## src/lphs_map.vh

```
// Constants for the low-power hold sequencer.
// Assumes one 50 MHz clock; included by the sequencer with its APB registers.
// Behaviour
// (RQ1) Request honoured only when mode enabled
// (RQ2) Power-up configuration load ignores request level
// (RQ3) Enabled request enters low power at once
// (RQ4) Write protect storage immediately on request
// (RQ5) Status pin driven low on entry
// (RQ6) Glitch filter adds entry delay
// (RQ7) Outputs switch to idle behaviour
// (RQ8) Hold-last value captured at request rise
// (RQ9) Inputs and interconnect blocked later
// (RQ10) Configuration-complete stays high while held
// (RQ11) Request low re-enables inputs, storage protected
// (RQ12) Optional global set/reset on wake
// (RQ13) Status pin driven high or released
// (RQ14) Status pin rises after wake delay
// (RQ15) Far side pulls released status pin high
// (RQ16) Wake timers start at status high
// (RQ17) Output release after programmable count
// (RQ18) Write unlock after second programmable count
// (RQ19) Unlock count should exceed release count
// (RQ20) Reconfiguration pulse overrides and reloads
// (RQ21) Write unlock timing from status rise
// (RQ22) Output release timing from status rise
// (RQ23) Feature defaults to disabled
// (RQ24) Glitch filter enabled or bypassed
// (RQ25) Internal oscillator stopped while held
// (RQ26) Counters start on first wake clock edge
`ifndef LPHS_MAP_VH
`define LPHS_MAP_VH
`define LPHS_CLK_MHZ 50
`define LPHS_OFF_CTRL 12'h000
`define LPHS_OFF_TIMING 12'h004
`define LPHS_OFF_STATUS 12'h008
`define LPHS_OFF_HOLDVAL 12'h00c
`define LPHS_CTRL_ENABLE 0
`define LPHS_CTRL_FILTER 1
`define LPHS_CTRL_DRIVE 2
`define LPHS_CTRL_GSR 3
`define LPHS_CTRL_CLKSEL 4
`define LPHS_CTRL_RESET 32'h0000_0000
`define LPHS_TIM_RESET 32'h0005_0004
`define LPHS_FILTER_NS 300
`define LPHS_FILTER_CYC ((`LPHS_FILTER_NS * `LPHS_CLK_MHZ + 999) / 1000)
`define LPHS_BLOCK_NS 340
`define LPHS_BLOCK_CYC ((`LPHS_BLOCK_NS * `LPHS_CLK_MHZ) / 1000)
`define LPHS_WAKE_NS 4000
`define LPHS_WAKE_CYC ((`LPHS_WAKE_NS * `LPHS_CLK_MHZ + 999) / 1000)
`define LPHS_CFG_LOAD_CYC 16
`endif

```

## src/lphs_sequencer.v

```verilog
// Low-power hold sequencer with APB register access.
// Assumes request, reconfiguration and status pins are asynchronous.
`include "lphs_map.vh"
`default_nettype none
module lphs_sequencer #(
  parameter NOUT = 8,
  parameter WAKE_CYC = `LPHS_WAKE_CYC
) (
  input wire mclk_in,
  input wire nrst_in,
  input wire psel_in,
  input wire penable_in,
  input wire pwrite_in,
  input wire [11:0] paddr_in,
  input wire [31:0] pwdata_in,
  output reg [31:0] prdata_out,
  output reg pready_out,
  output reg pslverr_out,
  input wire lp_request_in,
  input wire reconfig_request_n_in,
  input wire status_pin_in,
  input wire ext_wake_clk_in,
  input wire [NOUT-1:0] user_out_in,
  input wire [NOUT-1:0] idle_hold_in,
  input wire [NOUT-1:0] idle_level_in,
  output reg status_pin_out,
  output reg status_pin_oe_out,
  output reg [NOUT-1:0] pin_out,
  output reg [NOUT-1:0] pin_oe_out,
  output reg write_enable_out,
  output reg inputs_enable_out,
  output reg config_done_out,
  output reg global_set_reset_out,
  output reg osc_enable_out
);
  localparam ST_LOAD = 3'd0;
  localparam ST_RUN = 3'd1;
  localparam ST_FILT = 3'd2;
  localparam ST_HOLD = 3'd3;
  localparam ST_WAKE = 3'd4;
  localparam ST_TIMERS = 3'd5;
  localparam [15:0] FILT_CYC = `LPHS_FILTER_CYC;
  localparam [15:0] BLK_CYC = `LPHS_BLOCK_CYC;
  localparam [15:0] LOAD_CYC = `LPHS_CFG_LOAD_CYC;
  localparam [15:0] WK_CYC = WAKE_CYC;

  localparam SEL_NONE = 3'd0;
  localparam SEL_CTRL = 3'd1;
  localparam SEL_TIMING = 3'd2;
  localparam SEL_STATUS = 3'd3;
  localparam SEL_HOLD = 3'd4;

  reg [1:0] req_sync_reg;
  reg [1:0] prog_sync_reg;
  reg [1:0] stat_sync_reg;
  reg [1:0] eclk_sync_reg;
  reg eclk_prev_reg;
  reg [31:0] ctrl_reg;
  reg [31:0] timing_reg;
  reg [2:0] state_reg;
  reg [15:0] cnt_reg;
  reg [3:0] osc_div_reg;
  reg [NOUT-1:0] held_reg;
  reg idle_reg;
  wire req = req_sync_reg[1];
  wire prog_n = prog_sync_reg[1];
  wire stat_hi = stat_sync_reg[1];
  wire en = ctrl_reg[`LPHS_CTRL_ENABLE];
  wire filt = ctrl_reg[`LPHS_CTRL_FILTER];
  wire eclk_rise = eclk_sync_reg[1] & ~eclk_prev_reg;
  wire osc_tick = (osc_div_reg == 4'h0);
  wire tick = ctrl_reg[`LPHS_CTRL_CLKSEL] ? eclk_rise : osc_tick;
  wire tmr_run = (state_reg == ST_TIMERS);
  wire tmr_clr = (state_reg != ST_TIMERS);
  wire rel_done, unl_done;

  // Offset decode; unmapped offsets give none so the bus can refuse them
  function [2:0] lphs_reg_sel(input [11:0] addr);
    if (addr == `LPHS_OFF_CTRL)
      lphs_reg_sel = SEL_CTRL;
    else if (addr == `LPHS_OFF_TIMING)
      lphs_reg_sel = SEL_TIMING;
    else if (addr == `LPHS_OFF_STATUS)
      lphs_reg_sel = SEL_STATUS;
    else if (addr == `LPHS_OFF_HOLDVAL)
      lphs_reg_sel = SEL_HOLD;
    else
      lphs_reg_sel = SEL_NONE;
  endfunction

  wire [2:0] setup_sel = lphs_reg_sel(paddr_in);
  wire wr_access = psel_in & penable_in & pready_out & pwrite_in;

  lphs_wake_timer #(.CW(10)) u_release (
    .mclk_in(mclk_in),
    .nrst_in(nrst_in),
    .clear_in(tmr_clr),
    .run_in(tmr_run),
    .tick_in(tick),
    .count_in(timing_reg[9:0]),
    .done_out(rel_done)
  );
  lphs_wake_timer #(.CW(10)) u_unlock (
    .mclk_in(mclk_in),
    .nrst_in(nrst_in),
    .clear_in(tmr_clr),
    .run_in(tmr_run),
    .tick_in(tick),
    .count_in(timing_reg[25:16]),
    .done_out(unl_done)
  );

  always @(posedge mclk_in or negedge nrst_in) begin
    if (!nrst_in) begin
      req_sync_reg <= 2'b00;
      prog_sync_reg <= 2'b11;
      stat_sync_reg <= 2'b00;
      eclk_sync_reg <= 2'b00;
      eclk_prev_reg <= 1'b0;
    end else begin
      req_sync_reg <= {req_sync_reg[0], lp_request_in};
      prog_sync_reg <= {prog_sync_reg[0], reconfig_request_n_in};
      stat_sync_reg <= {stat_sync_reg[0], status_pin_in};
      eclk_sync_reg <= {eclk_sync_reg[0], ext_wake_clk_in};
      eclk_prev_reg <= eclk_sync_reg[1];
    end
  end

  // Internal oscillator model: divided tick, divider set to one while the oscillator is off
  always @(posedge mclk_in or negedge nrst_in) begin
    if (!nrst_in)
      osc_div_reg <= 4'h0;
    else if (osc_enable_out)
      osc_div_reg <= osc_div_reg + 4'h1;
    else
      osc_div_reg <= 4'h1;
  end

  // Writes land at the access edge, the one at which the master sees ready
  always @(posedge mclk_in or negedge nrst_in) begin
    if (!nrst_in) begin
      ctrl_reg <= `LPHS_CTRL_RESET; // [RQ23]
      timing_reg <= `LPHS_TIM_RESET;
    end else if (wr_access) begin
      if (setup_sel == SEL_CTRL)
        ctrl_reg <= {27'h0, pwdata_in[4:0]}; // [RQ24]
      else if (setup_sel == SEL_TIMING)
        timing_reg <= {6'h0, pwdata_in[25:16], 6'h0, pwdata_in[9:0]};
    end
  end

  // Read side: decoded at setup, ready in the access cycle, no wait states
  always @(posedge mclk_in or negedge nrst_in) begin
    if (!nrst_in) begin
      prdata_out <= 32'h0000_0000;
      pready_out <= 1'b0;
      pslverr_out <= 1'b0;
    end else begin
      pready_out <= psel_in & ~penable_in;
      pslverr_out <= 1'b0;
      if (psel_in && !penable_in) begin
        prdata_out <= 32'h0000_0000;
        if (setup_sel == SEL_CTRL) begin
          prdata_out <= ctrl_reg;
        end else if (setup_sel == SEL_TIMING) begin
          prdata_out <= timing_reg;
        end else if (setup_sel == SEL_STATUS) begin
          prdata_out <= {24'h0, write_enable_out, inputs_enable_out, idle_reg,
            status_pin_out, 1'b0, state_reg};
        end else if (setup_sel == SEL_HOLD) begin
          prdata_out <= {{(32-NOUT){1'b0}}, held_reg};
        end else begin
          // Refused: error flagged, nothing written
          pslverr_out <= 1'b1;
        end
      end
    end
  end

  // Sequencer
  always @(posedge mclk_in or negedge nrst_in) begin
    if (!nrst_in) begin
      state_reg <= ST_LOAD;
      cnt_reg <= 16'h0;
      held_reg <= {NOUT{1'b0}};
      idle_reg <= 1'b0;
      write_enable_out <= 1'b0;
      inputs_enable_out <= 1'b0;
      config_done_out <= 1'b0;
      global_set_reset_out <= 1'b0;
      osc_enable_out <= 1'b1;
      status_pin_out <= 1'b1;
      status_pin_oe_out <= 1'b0;
    end else if (!prog_n) begin
      state_reg <= ST_LOAD; // [RQ20]
      cnt_reg <= 16'h0;
      idle_reg <= 1'b0;
      write_enable_out <= 1'b0;
      inputs_enable_out <= 1'b0;
      config_done_out <= 1'b0;
      global_set_reset_out <= 1'b0;
      osc_enable_out <= 1'b1;
      status_pin_out <= 1'b1;
      status_pin_oe_out <= 1'b0;
    end else begin
      global_set_reset_out <= 1'b0;
      case (state_reg)
        ST_LOAD: begin
          // Load proceeds whatever the request level
          cnt_reg <= cnt_reg + 16'h1; // [RQ2]
          if (cnt_reg + 16'h1 >= LOAD_CYC) begin
            state_reg <= ST_RUN;
            cnt_reg <= 16'h0;
            config_done_out <= 1'b1;
            write_enable_out <= 1'b1;
            inputs_enable_out <= 1'b1;
            status_pin_out <= 1'b1;
            status_pin_oe_out <= 1'b1;
          end
        end
        ST_RUN: begin
          cnt_reg <= 16'h0;
          if (req && en) begin // [RQ1] [RQ3]
            held_reg <= user_out_in; // [RQ8]
            if (filt) begin
              state_reg <= ST_FILT; // [RQ6]
            end else begin
              state_reg <= ST_HOLD;
              write_enable_out <= 1'b0; // [RQ4]
              status_pin_out <= 1'b0; // [RQ5]
              status_pin_oe_out <= 1'b1;
              idle_reg <= 1'b1; // [RQ7]
            end
          end
        end
        ST_FILT: begin
          // Short request pulses are rejected by the filter
          if (!req) begin
            state_reg <= ST_RUN;
          end else if (cnt_reg + 16'h1 >= FILT_CYC) begin
            state_reg <= ST_HOLD;
            cnt_reg <= 16'h0;
            write_enable_out <= 1'b0; // [RQ4] [RQ6]
            status_pin_out <= 1'b0; // [RQ5]
            status_pin_oe_out <= 1'b1;
            idle_reg <= 1'b1; // [RQ7]
          end else begin
            cnt_reg <= cnt_reg + 16'h1;
          end
        end
        ST_HOLD: begin
          // Config done left high throughout [RQ10]
          if (cnt_reg < BLK_CYC)
            cnt_reg <= cnt_reg + 16'h1;
          if (cnt_reg + 16'h1 == BLK_CYC) begin
            inputs_enable_out <= 1'b0; // [RQ9]
            osc_enable_out <= 1'b0; // [RQ25]
          end
          if (!req && cnt_reg >= BLK_CYC) begin
            state_reg <= ST_WAKE;
            cnt_reg <= 16'h0;
          end
        end
        ST_WAKE: begin
          if (cnt_reg < WK_CYC)
            cnt_reg <= cnt_reg + 16'h1;
          if (cnt_reg + 16'h1 == WK_CYC) begin
            inputs_enable_out <= 1'b1; // [RQ11]
            osc_enable_out <= 1'b1;
            global_set_reset_out <= ctrl_reg[`LPHS_CTRL_GSR]; // [RQ12]
            status_pin_out <= 1'b1; // [RQ13] [RQ14]
            status_pin_oe_out <= ctrl_reg[`LPHS_CTRL_DRIVE];
          end
          // Open-drain: wait for far side to pull high [RQ15]
          if (cnt_reg >= WK_CYC && stat_hi)
            state_reg <= ST_TIMERS; // [RQ16]
        end
        ST_TIMERS: begin
          if (rel_done)
            idle_reg <= 1'b0; // [RQ17] [RQ22]
          if (unl_done) begin
            write_enable_out <= 1'b1; // [RQ18] [RQ21]
            state_reg <= ST_RUN;
          end
        end
        default: state_reg <= ST_LOAD;
      endcase
    end
  end

  // Pin muxing: held value on hold pins, other pins released while idle
  always @(posedge mclk_in or negedge nrst_in) begin
    if (!nrst_in) begin
      pin_out <= {NOUT{1'b0}};
      pin_oe_out <= {NOUT{1'b0}};
    end else if (idle_reg) begin
      pin_out <= held_reg & idle_hold_in; // [RQ8]
      pin_oe_out <= idle_hold_in; // [RQ7]
    end else begin
      pin_out <= user_out_in;
      pin_oe_out <= {NOUT{config_done_out}};
    end
  end
endmodule
`default_nettype wire

```

## src/lphs_wake_timer.v

```verilog
// Wake timer: counts selected wake clock edges after status seen high.
// Assumes wake clock tick is a one-cycle pulse in the main clock domain.
`default_nettype none
module lphs_wake_timer #(
  parameter CW = 10
) (
  input wire mclk_in,
  input wire nrst_in,
  input wire clear_in,
  input wire run_in,
  input wire tick_in,
  input wire [CW-1:0] count_in,
  output reg done_out
);
  reg [CW-1:0] cnt_reg;
  always @(posedge mclk_in or negedge nrst_in) begin
    if (!nrst_in) begin
      cnt_reg <= {CW{1'b0}};
      done_out <= 1'b0;
    end else if (clear_in) begin
      cnt_reg <= {CW{1'b0}};
      done_out <= 1'b0;
    end else if (run_in && tick_in && !done_out) begin
      // Count of zero treated as one
      cnt_reg <= cnt_reg + 1'b1;
      if (cnt_reg + 1'b1 >= count_in)
        done_out <= 1'b1; // [RQ17] [RQ18] [RQ26]
    end
  end
endmodule
`default_nettype wire

```

## config.mk

```make
export PLATFORM = sky130hd
export DESIGN_NAME = lphs_sequencer
export DESIGN_NICKNAME = d
export VERILOG_FILES = /design/src/lphs_sequencer.v /design/src/lphs_wake_timer.v
export VERILOG_INCLUDE_DIRS = /design/src
export SDC_FILE = /design/constraint.sdc
export NUM_CORES = 1
export LEC_CHECK = 0
export BUFFER_PORTS_ARGS = -buffer_cell sky130_fd_sc_hd__buf_2
export CELL_PAD_IN_SITES_DETAIL_PLACEMENT = 1
export CELL_PAD_IN_SITES_GLOBAL_PLACEMENT = 2
export CORE_AREA = 3 3 145 147
export CTS_CLUSTER_SIZE = 25
export DETAILED_ROUTE_END_ITERATION = 10
export DIE_AREA = 0 0 148 150
export HOLD_SLACK_MARGIN = 0.02
export PLACE_DENSITY_LB_ADDON = 0.3
export SYNTH_ARGS = -nofsm -noshare
export SYNTH_HDL_FRONTEND = slang
export SYNTH_SLANG_ARGS = --single-unit
```

## constraint.sdc

```tcl
create_clock -name mclk_in -period 3.47 [get_ports mclk_in]
set_input_delay 0.694 -clock mclk_in [delete_from_list [all_inputs] [get_ports mclk_in]]
set_output_delay 0.694 -clock mclk_in [all_outputs]
set_load 0.05 [all_outputs]
```

# == Word-level counts from Yosys, hierarchy flattened ==
# Cells that the tools add are included.
# word_totals
reg_bits,145
out_inout_bits,57
elab_cells,193
# op_classes
n_addsub,4
magnitude_cmp,8
n_eq_ne,37
muxes,76
bitwise,9
n_reduce_logical,31
# op_table
cell,count
16-bit two-way mux,7
16-bit case mux with 5 select lines,1
26-bit two-way mux,2
10-bit two-way mux,4
"3-bit inequality test, second input constant",13
1-bit two-way mux,38
3-bit two-way mux,12
"16-bit by 5-bit greater-or-equal comparator with 1-bit output, second input constant",2
8-bit two-way mux,4
"12-bit by 4-bit equality test with 1-bit output, second input constant",2
"10-bit by 1-bit adder with 10-bit output, second input constant",2
10-bit greater-or-equal comparator,2
3-bit case mux with 6 select lines,1
"16-bit by 1-bit adder with 16-bit output, second input constant",1
"16-bit by 5-bit equality test with 1-bit output, second input constant",1
"16-bit by 8-bit equality test with 1-bit output, second input constant",1
"16-bit by 4-bit greater-or-equal comparator with 1-bit output, second input constant",1
"16-bit by 8-bit greater-or-equal comparator with 1-bit output, second input constant",1
"16-bit by 5-bit < comparator with 1-bit output, second input constant",1
"16-bit by 8-bit < comparator with 1-bit output, second input constant",1
7-bit AND reduction,2
"12-bit by 3-bit equality test with 1-bit output, second input constant",1
"3-bit by 2-bit equality test with 1-bit output, second input constant",4
12-bit zero test,1
25 further kinds,60

# == Logic depth before layout (Yosys ltp) ==
# logic_depth
word_depth,11
ltp_mapped,10

# == Modules after synthesis ==
# A second synthesis with hierarchy kept.
# hier_totals
cells_unflattened,710
hier_area_um2,7181.9
# by_module_without_submodules
mod,instances,cells_per_inst,area_per_inst_um2
lphs_sequencer,1,508,5395.2
lphs_wake_timer,2,101,893.4

# == Worst setup path after synthesis ==
# Ideal clock, no wire load.
# synth_timing
kind,input port to flip-flop
start,in paddr_in[5]
end,reg ctrl_reg[0]
setup_time_ns,0.125
arrival_time_ns,2.652
path_slack_ns,0.693
stages,4
n_path_buf,0
path_cell_list,nor4_1 > nand3_1 > nor4_1 > mux2_2
# synth_between
elab_chain_len,7
# synth_rtl
item,line_no,rtl
from (decl),lphs_sequencer.v:14,"input wire [11:0] paddr_in,"
12-bit by 4-bit equality test with 1-bit output (no source line),--,
3-bit two-way mux,lphs_sequencer.v:85,else if (addr == `LPHS_OFF_HOLDVAL)
3-bit two-way mux,lphs_sequencer.v:83,else if (addr == `LPHS_OFF_STATUS)
3-bit two-way mux,lphs_sequencer.v:81,else if (addr == `LPHS_OFF_TIMING)
3-bit two-way mux (*),lphs_sequencer.v:79,if (addr == `LPHS_OFF_CTRL)
3-bit by 1-bit equality test with 1-bit output (*),lphs_sequencer.v:145,if (setup_sel == SEL_CTRL)
2-bit AND reduction (no source line) (*),--,
to (signal assigned),lphs_sequencer.v:142,ctrl_reg <= `LPHS_CTRL_RESET;
to (signal assigned),lphs_sequencer.v:146,"ctrl_reg <= {27'h0, pwdata_in[4:0]};"
to (decl),lphs_sequencer.v:58,reg [31:0] ctrl_reg;
# Mark *: on every way between the ends. The rest lies on a longest branch, timed or not.
# A chain may end at the register's enable or synchronous reset.

# == Worst setup path after layout ==
# layout_timing
start,reg cnt_reg[1]
end,reg state_reg[0]
# layout_between
elab_chain_len,4
# layout_rtl
item,line_no,rtl
from (decl),lphs_sequencer.v:61,reg [15:0] cnt_reg;
from (signal assigned),lphs_sequencer.v:210,cnt_reg <= cnt_reg + 16'h1;
from (signal assigned),lphs_sequencer.v:248,cnt_reg <= cnt_reg + 16'h1;
from (signal assigned),lphs_sequencer.v:254,cnt_reg <= cnt_reg + 16'h1;
"16-bit by 1-bit adder with 16-bit output, or another cell as far along","lphs_sequencer.v:211, lphs_sequencer.v:240",
"16-bit by 4-bit greater-or-equal comparator with 1-bit output, or another cell as far along",lphs_sequencer.v:240,end else if (cnt_reg + 16'h1 >= FILT_CYC) begin
4-bit inequality test (no source line) or 3-bit inequality test (tied branches),--,
6-bit AND reduction (no source line) (*),--,
to (signal assigned),lphs_sequencer.v:212,state_reg <= ST_RUN;
to (signal assigned),lphs_sequencer.v:239,state_reg <= ST_RUN;
to (signal assigned),lphs_sequencer.v:241,state_reg <= ST_HOLD;
to (decl),lphs_sequencer.v:60,reg [2:0] state_reg;
# Marks and branches as above.

==> out/qor.yml <==
io_buffers: 101
post-cts-setup-buffers: 0
layout-drive-gt1-share_pct: 26.3
slew_viol_final: 0
dieArea_mm2: 0.0222
rows: 52
async_flop_share_pct: 100
grt_pass1_wl_um: 29700
grt_max_degree: 69
ys_types: 62
synth-seq-area-share_pct: 48.2
reg2regPathDepth: 9
via_per_inst: 5.03
core-area_mm2: 0.0200
design_area_mm2: 0.00827
netlist_area_mm2: 0.00692
hold_path.class: "in -> async"
start_util_pct: 34.5
nets: 885
reg2reg_slack_ps: 430
worstReg2RegStart: "cnt_reg[1]"
grt_pass1_vias: 5680
arrival_ps: 3340
ys_ff_latch: 133
critical_path.startpoint: "cnt_reg[1]"
yosysWarnings: 0
avgRoutedWirePerCell_um: 17.0
worstPathRequired_ps: 3770
die_w_um: 148
ant_nets: 0
dp_hpwl_um: 13500
cts_resized: 0
p_total_uw: 4320
numCtsBuffers: 17
hold_violations: 0
setup_tns_ps: 0
htreeDepth: 4
cts-hold-fix-buffers: 0
max-vdd-ir-drop_v: 0.000330
max-slew-margin-rel_pct: 46.3
reg2reg_to: "state_reg[0]"
syn-instance-count: 675
clk_path_buf_depth: 2
wirelength_um: 18000
tritoncts: "yes"
gp_congestion: 0.827
crit_fanout: 7
rsz0062_at_grt: "false"
fin_crit_sh_pct: 87.6
synth_flop_cell: "dfrtp_1"
timing.fmax_ghz: 0.329
synth_edf_count: 0
clkSlewWorstSetupHoldPaths_ps: 60
clock_sinks: 133
grtUsageTotal_pct: 16.8
num_vias: 5339
first_iter_violations: 189
die_h_um: 150
worstSkewPairLatency_ps: 420
setup_viol: 0
ioPinCount: 134
n_antenna_cell: 0
min_period_ps: 3040
crit_path_end_kind: "register"
leakage_uw: 0.00399
endpoint: "state_reg[0]"
final_common_cell: "dfrtp_1"
grt_overflow: 0
worstMarginPinSlew_ps: 806
startpoint_type: "register"
maxCapViolCount: 0
power_density_mw_per_mm2: 522
drc: 0
crit_type: "reg -> reg"
hold_ws_ps: 253
dpl-instance-area_mm2: 0.00768
syn_area_per_cell_um2: 10.3
final_cell_mix: "dfrtp_1 (126), buf_2 (100), nand2_1 (61), nand3_1 (50), inv_1 (42)"
dr.pass1.iters: 4
area_growth_pct: 19.6
final.setup_skew_ps: 10.2
antenna_found_initial: 1
outcome: "finished, final reports clean"
cts-root-buf: "clkbuf_16"
==> power breakdown <==
group          internal [µW]  total [µW]  switching [µW]  leakage [µW]
clock                   1080        1830             756      0.000280
sequential              1650        1770             121       0.00179
combinational            201         719             519       0.00192
total                   2930        4320            1400       0.00399
==> critical path, cell delays in order, from the launching register on <==
cell and delay [ps]:
dfrtp_1 460, ha_1 310, nand2_1 170, nor3_1 210, o21ai_1 150, a211o_1 350
or4_4 520, o311ai_4 380, nor4_1 80, a211o_1 280
==> final cells by class <==
cell class	count	area, µm²
Tap cell	270	338
Clock buffer	18	429
Clock inverter	14	161
Inverter	42	158
Sequential cell	133	3340
Timing Repair Buffer	117	632
Multi-Input combinational cell	468	3220
Fill cell	2333	11800
==> metrics by stage <==
| stage | setup slack, ps | utilization (%) | instances |
|---|---|---|---|
| after global placement | 481 | 38.3 | 1030 |
| after CTS | 418 | 41.3 | 1062 |
| after floorplan | 693 | - | 686 |
| after global routing | 165 | 41.3 | 1062 |
| final | 429 | 41.3 | 1062 |
| after detailed placement | 423 | 38.3 | 1030 |
==> metal layers <==
layer	vias up	GRT usage (%)	wire length [µm]	part of all wire (%)
met5	-	0	9	0.050
met4	2	5.54	252	1.4
met3	17	3.21	593	3.3
met2	83	28.9	9020	50
met1	2676	21.3	8150	45
li1	2561	-	-	-
==> cells by family after synthesis <==
kind of cell / synth area share, %
AO/OA/AOI/OAI: 11.6
XOR/XNOR: 3.42
buffers and inverters: 5.93
AND/OR/NAND/NOR: 16.9
multiplexers: 8.61
other: 0.0542
adder cells (fa/ha/maj): 5.24
flip-flops: 48.2
==> synthesized netlist by cell type (all sizes together), types with 10 or more instances <==
| cell type | n | area, µm² |
|---|---|---|
| clkbuf | 19 | 71.3 |
| mux2 | 36 | 405 |
| xnor2 | 18 | 158 |
| and3 | 16 | 113 |
| buf | 24 | 181 |
| o21ai | 42 | 210 |
| nor3 | 10 | 55.1 |
| nor4 | 14 | 93.8 |
| nand2 | 61 | 229 |
| ha | 29 | 363 |
| dfrtp | 126 | 3150 |
| mux2i | 10 | 100 |
| nand2b | 11 | 68.8 |
| nor2 | 34 | 128 |
| nand3 | 51 | 260 |
| inv | 42 | 158 |
| a22o | 14 | 123 |
| a21oi | 19 | 95.1 |
==> worst min-delay path by stage <==
stage | from | to | slack (ps) | cells past startpoint
after global placement | prog_sync_reg[0] | prog_sync_reg[1] | 350 | 0
after CTS | nrst_in | pin_oe_out[3] | 280 | 1
after floorplan | eclk_sync_reg[0] | eclk_sync_reg[1] | 330 | 0
after detailed placement | stat_sync_reg[0] | stat_sync_reg[1] | 340 | 0
after global routing | nrst_in | pin_oe_out[6] | 300 | 1
final | nrst_in | pin_oe_out[5] | 250 | 1
Power figures use the tool's default switching activity.
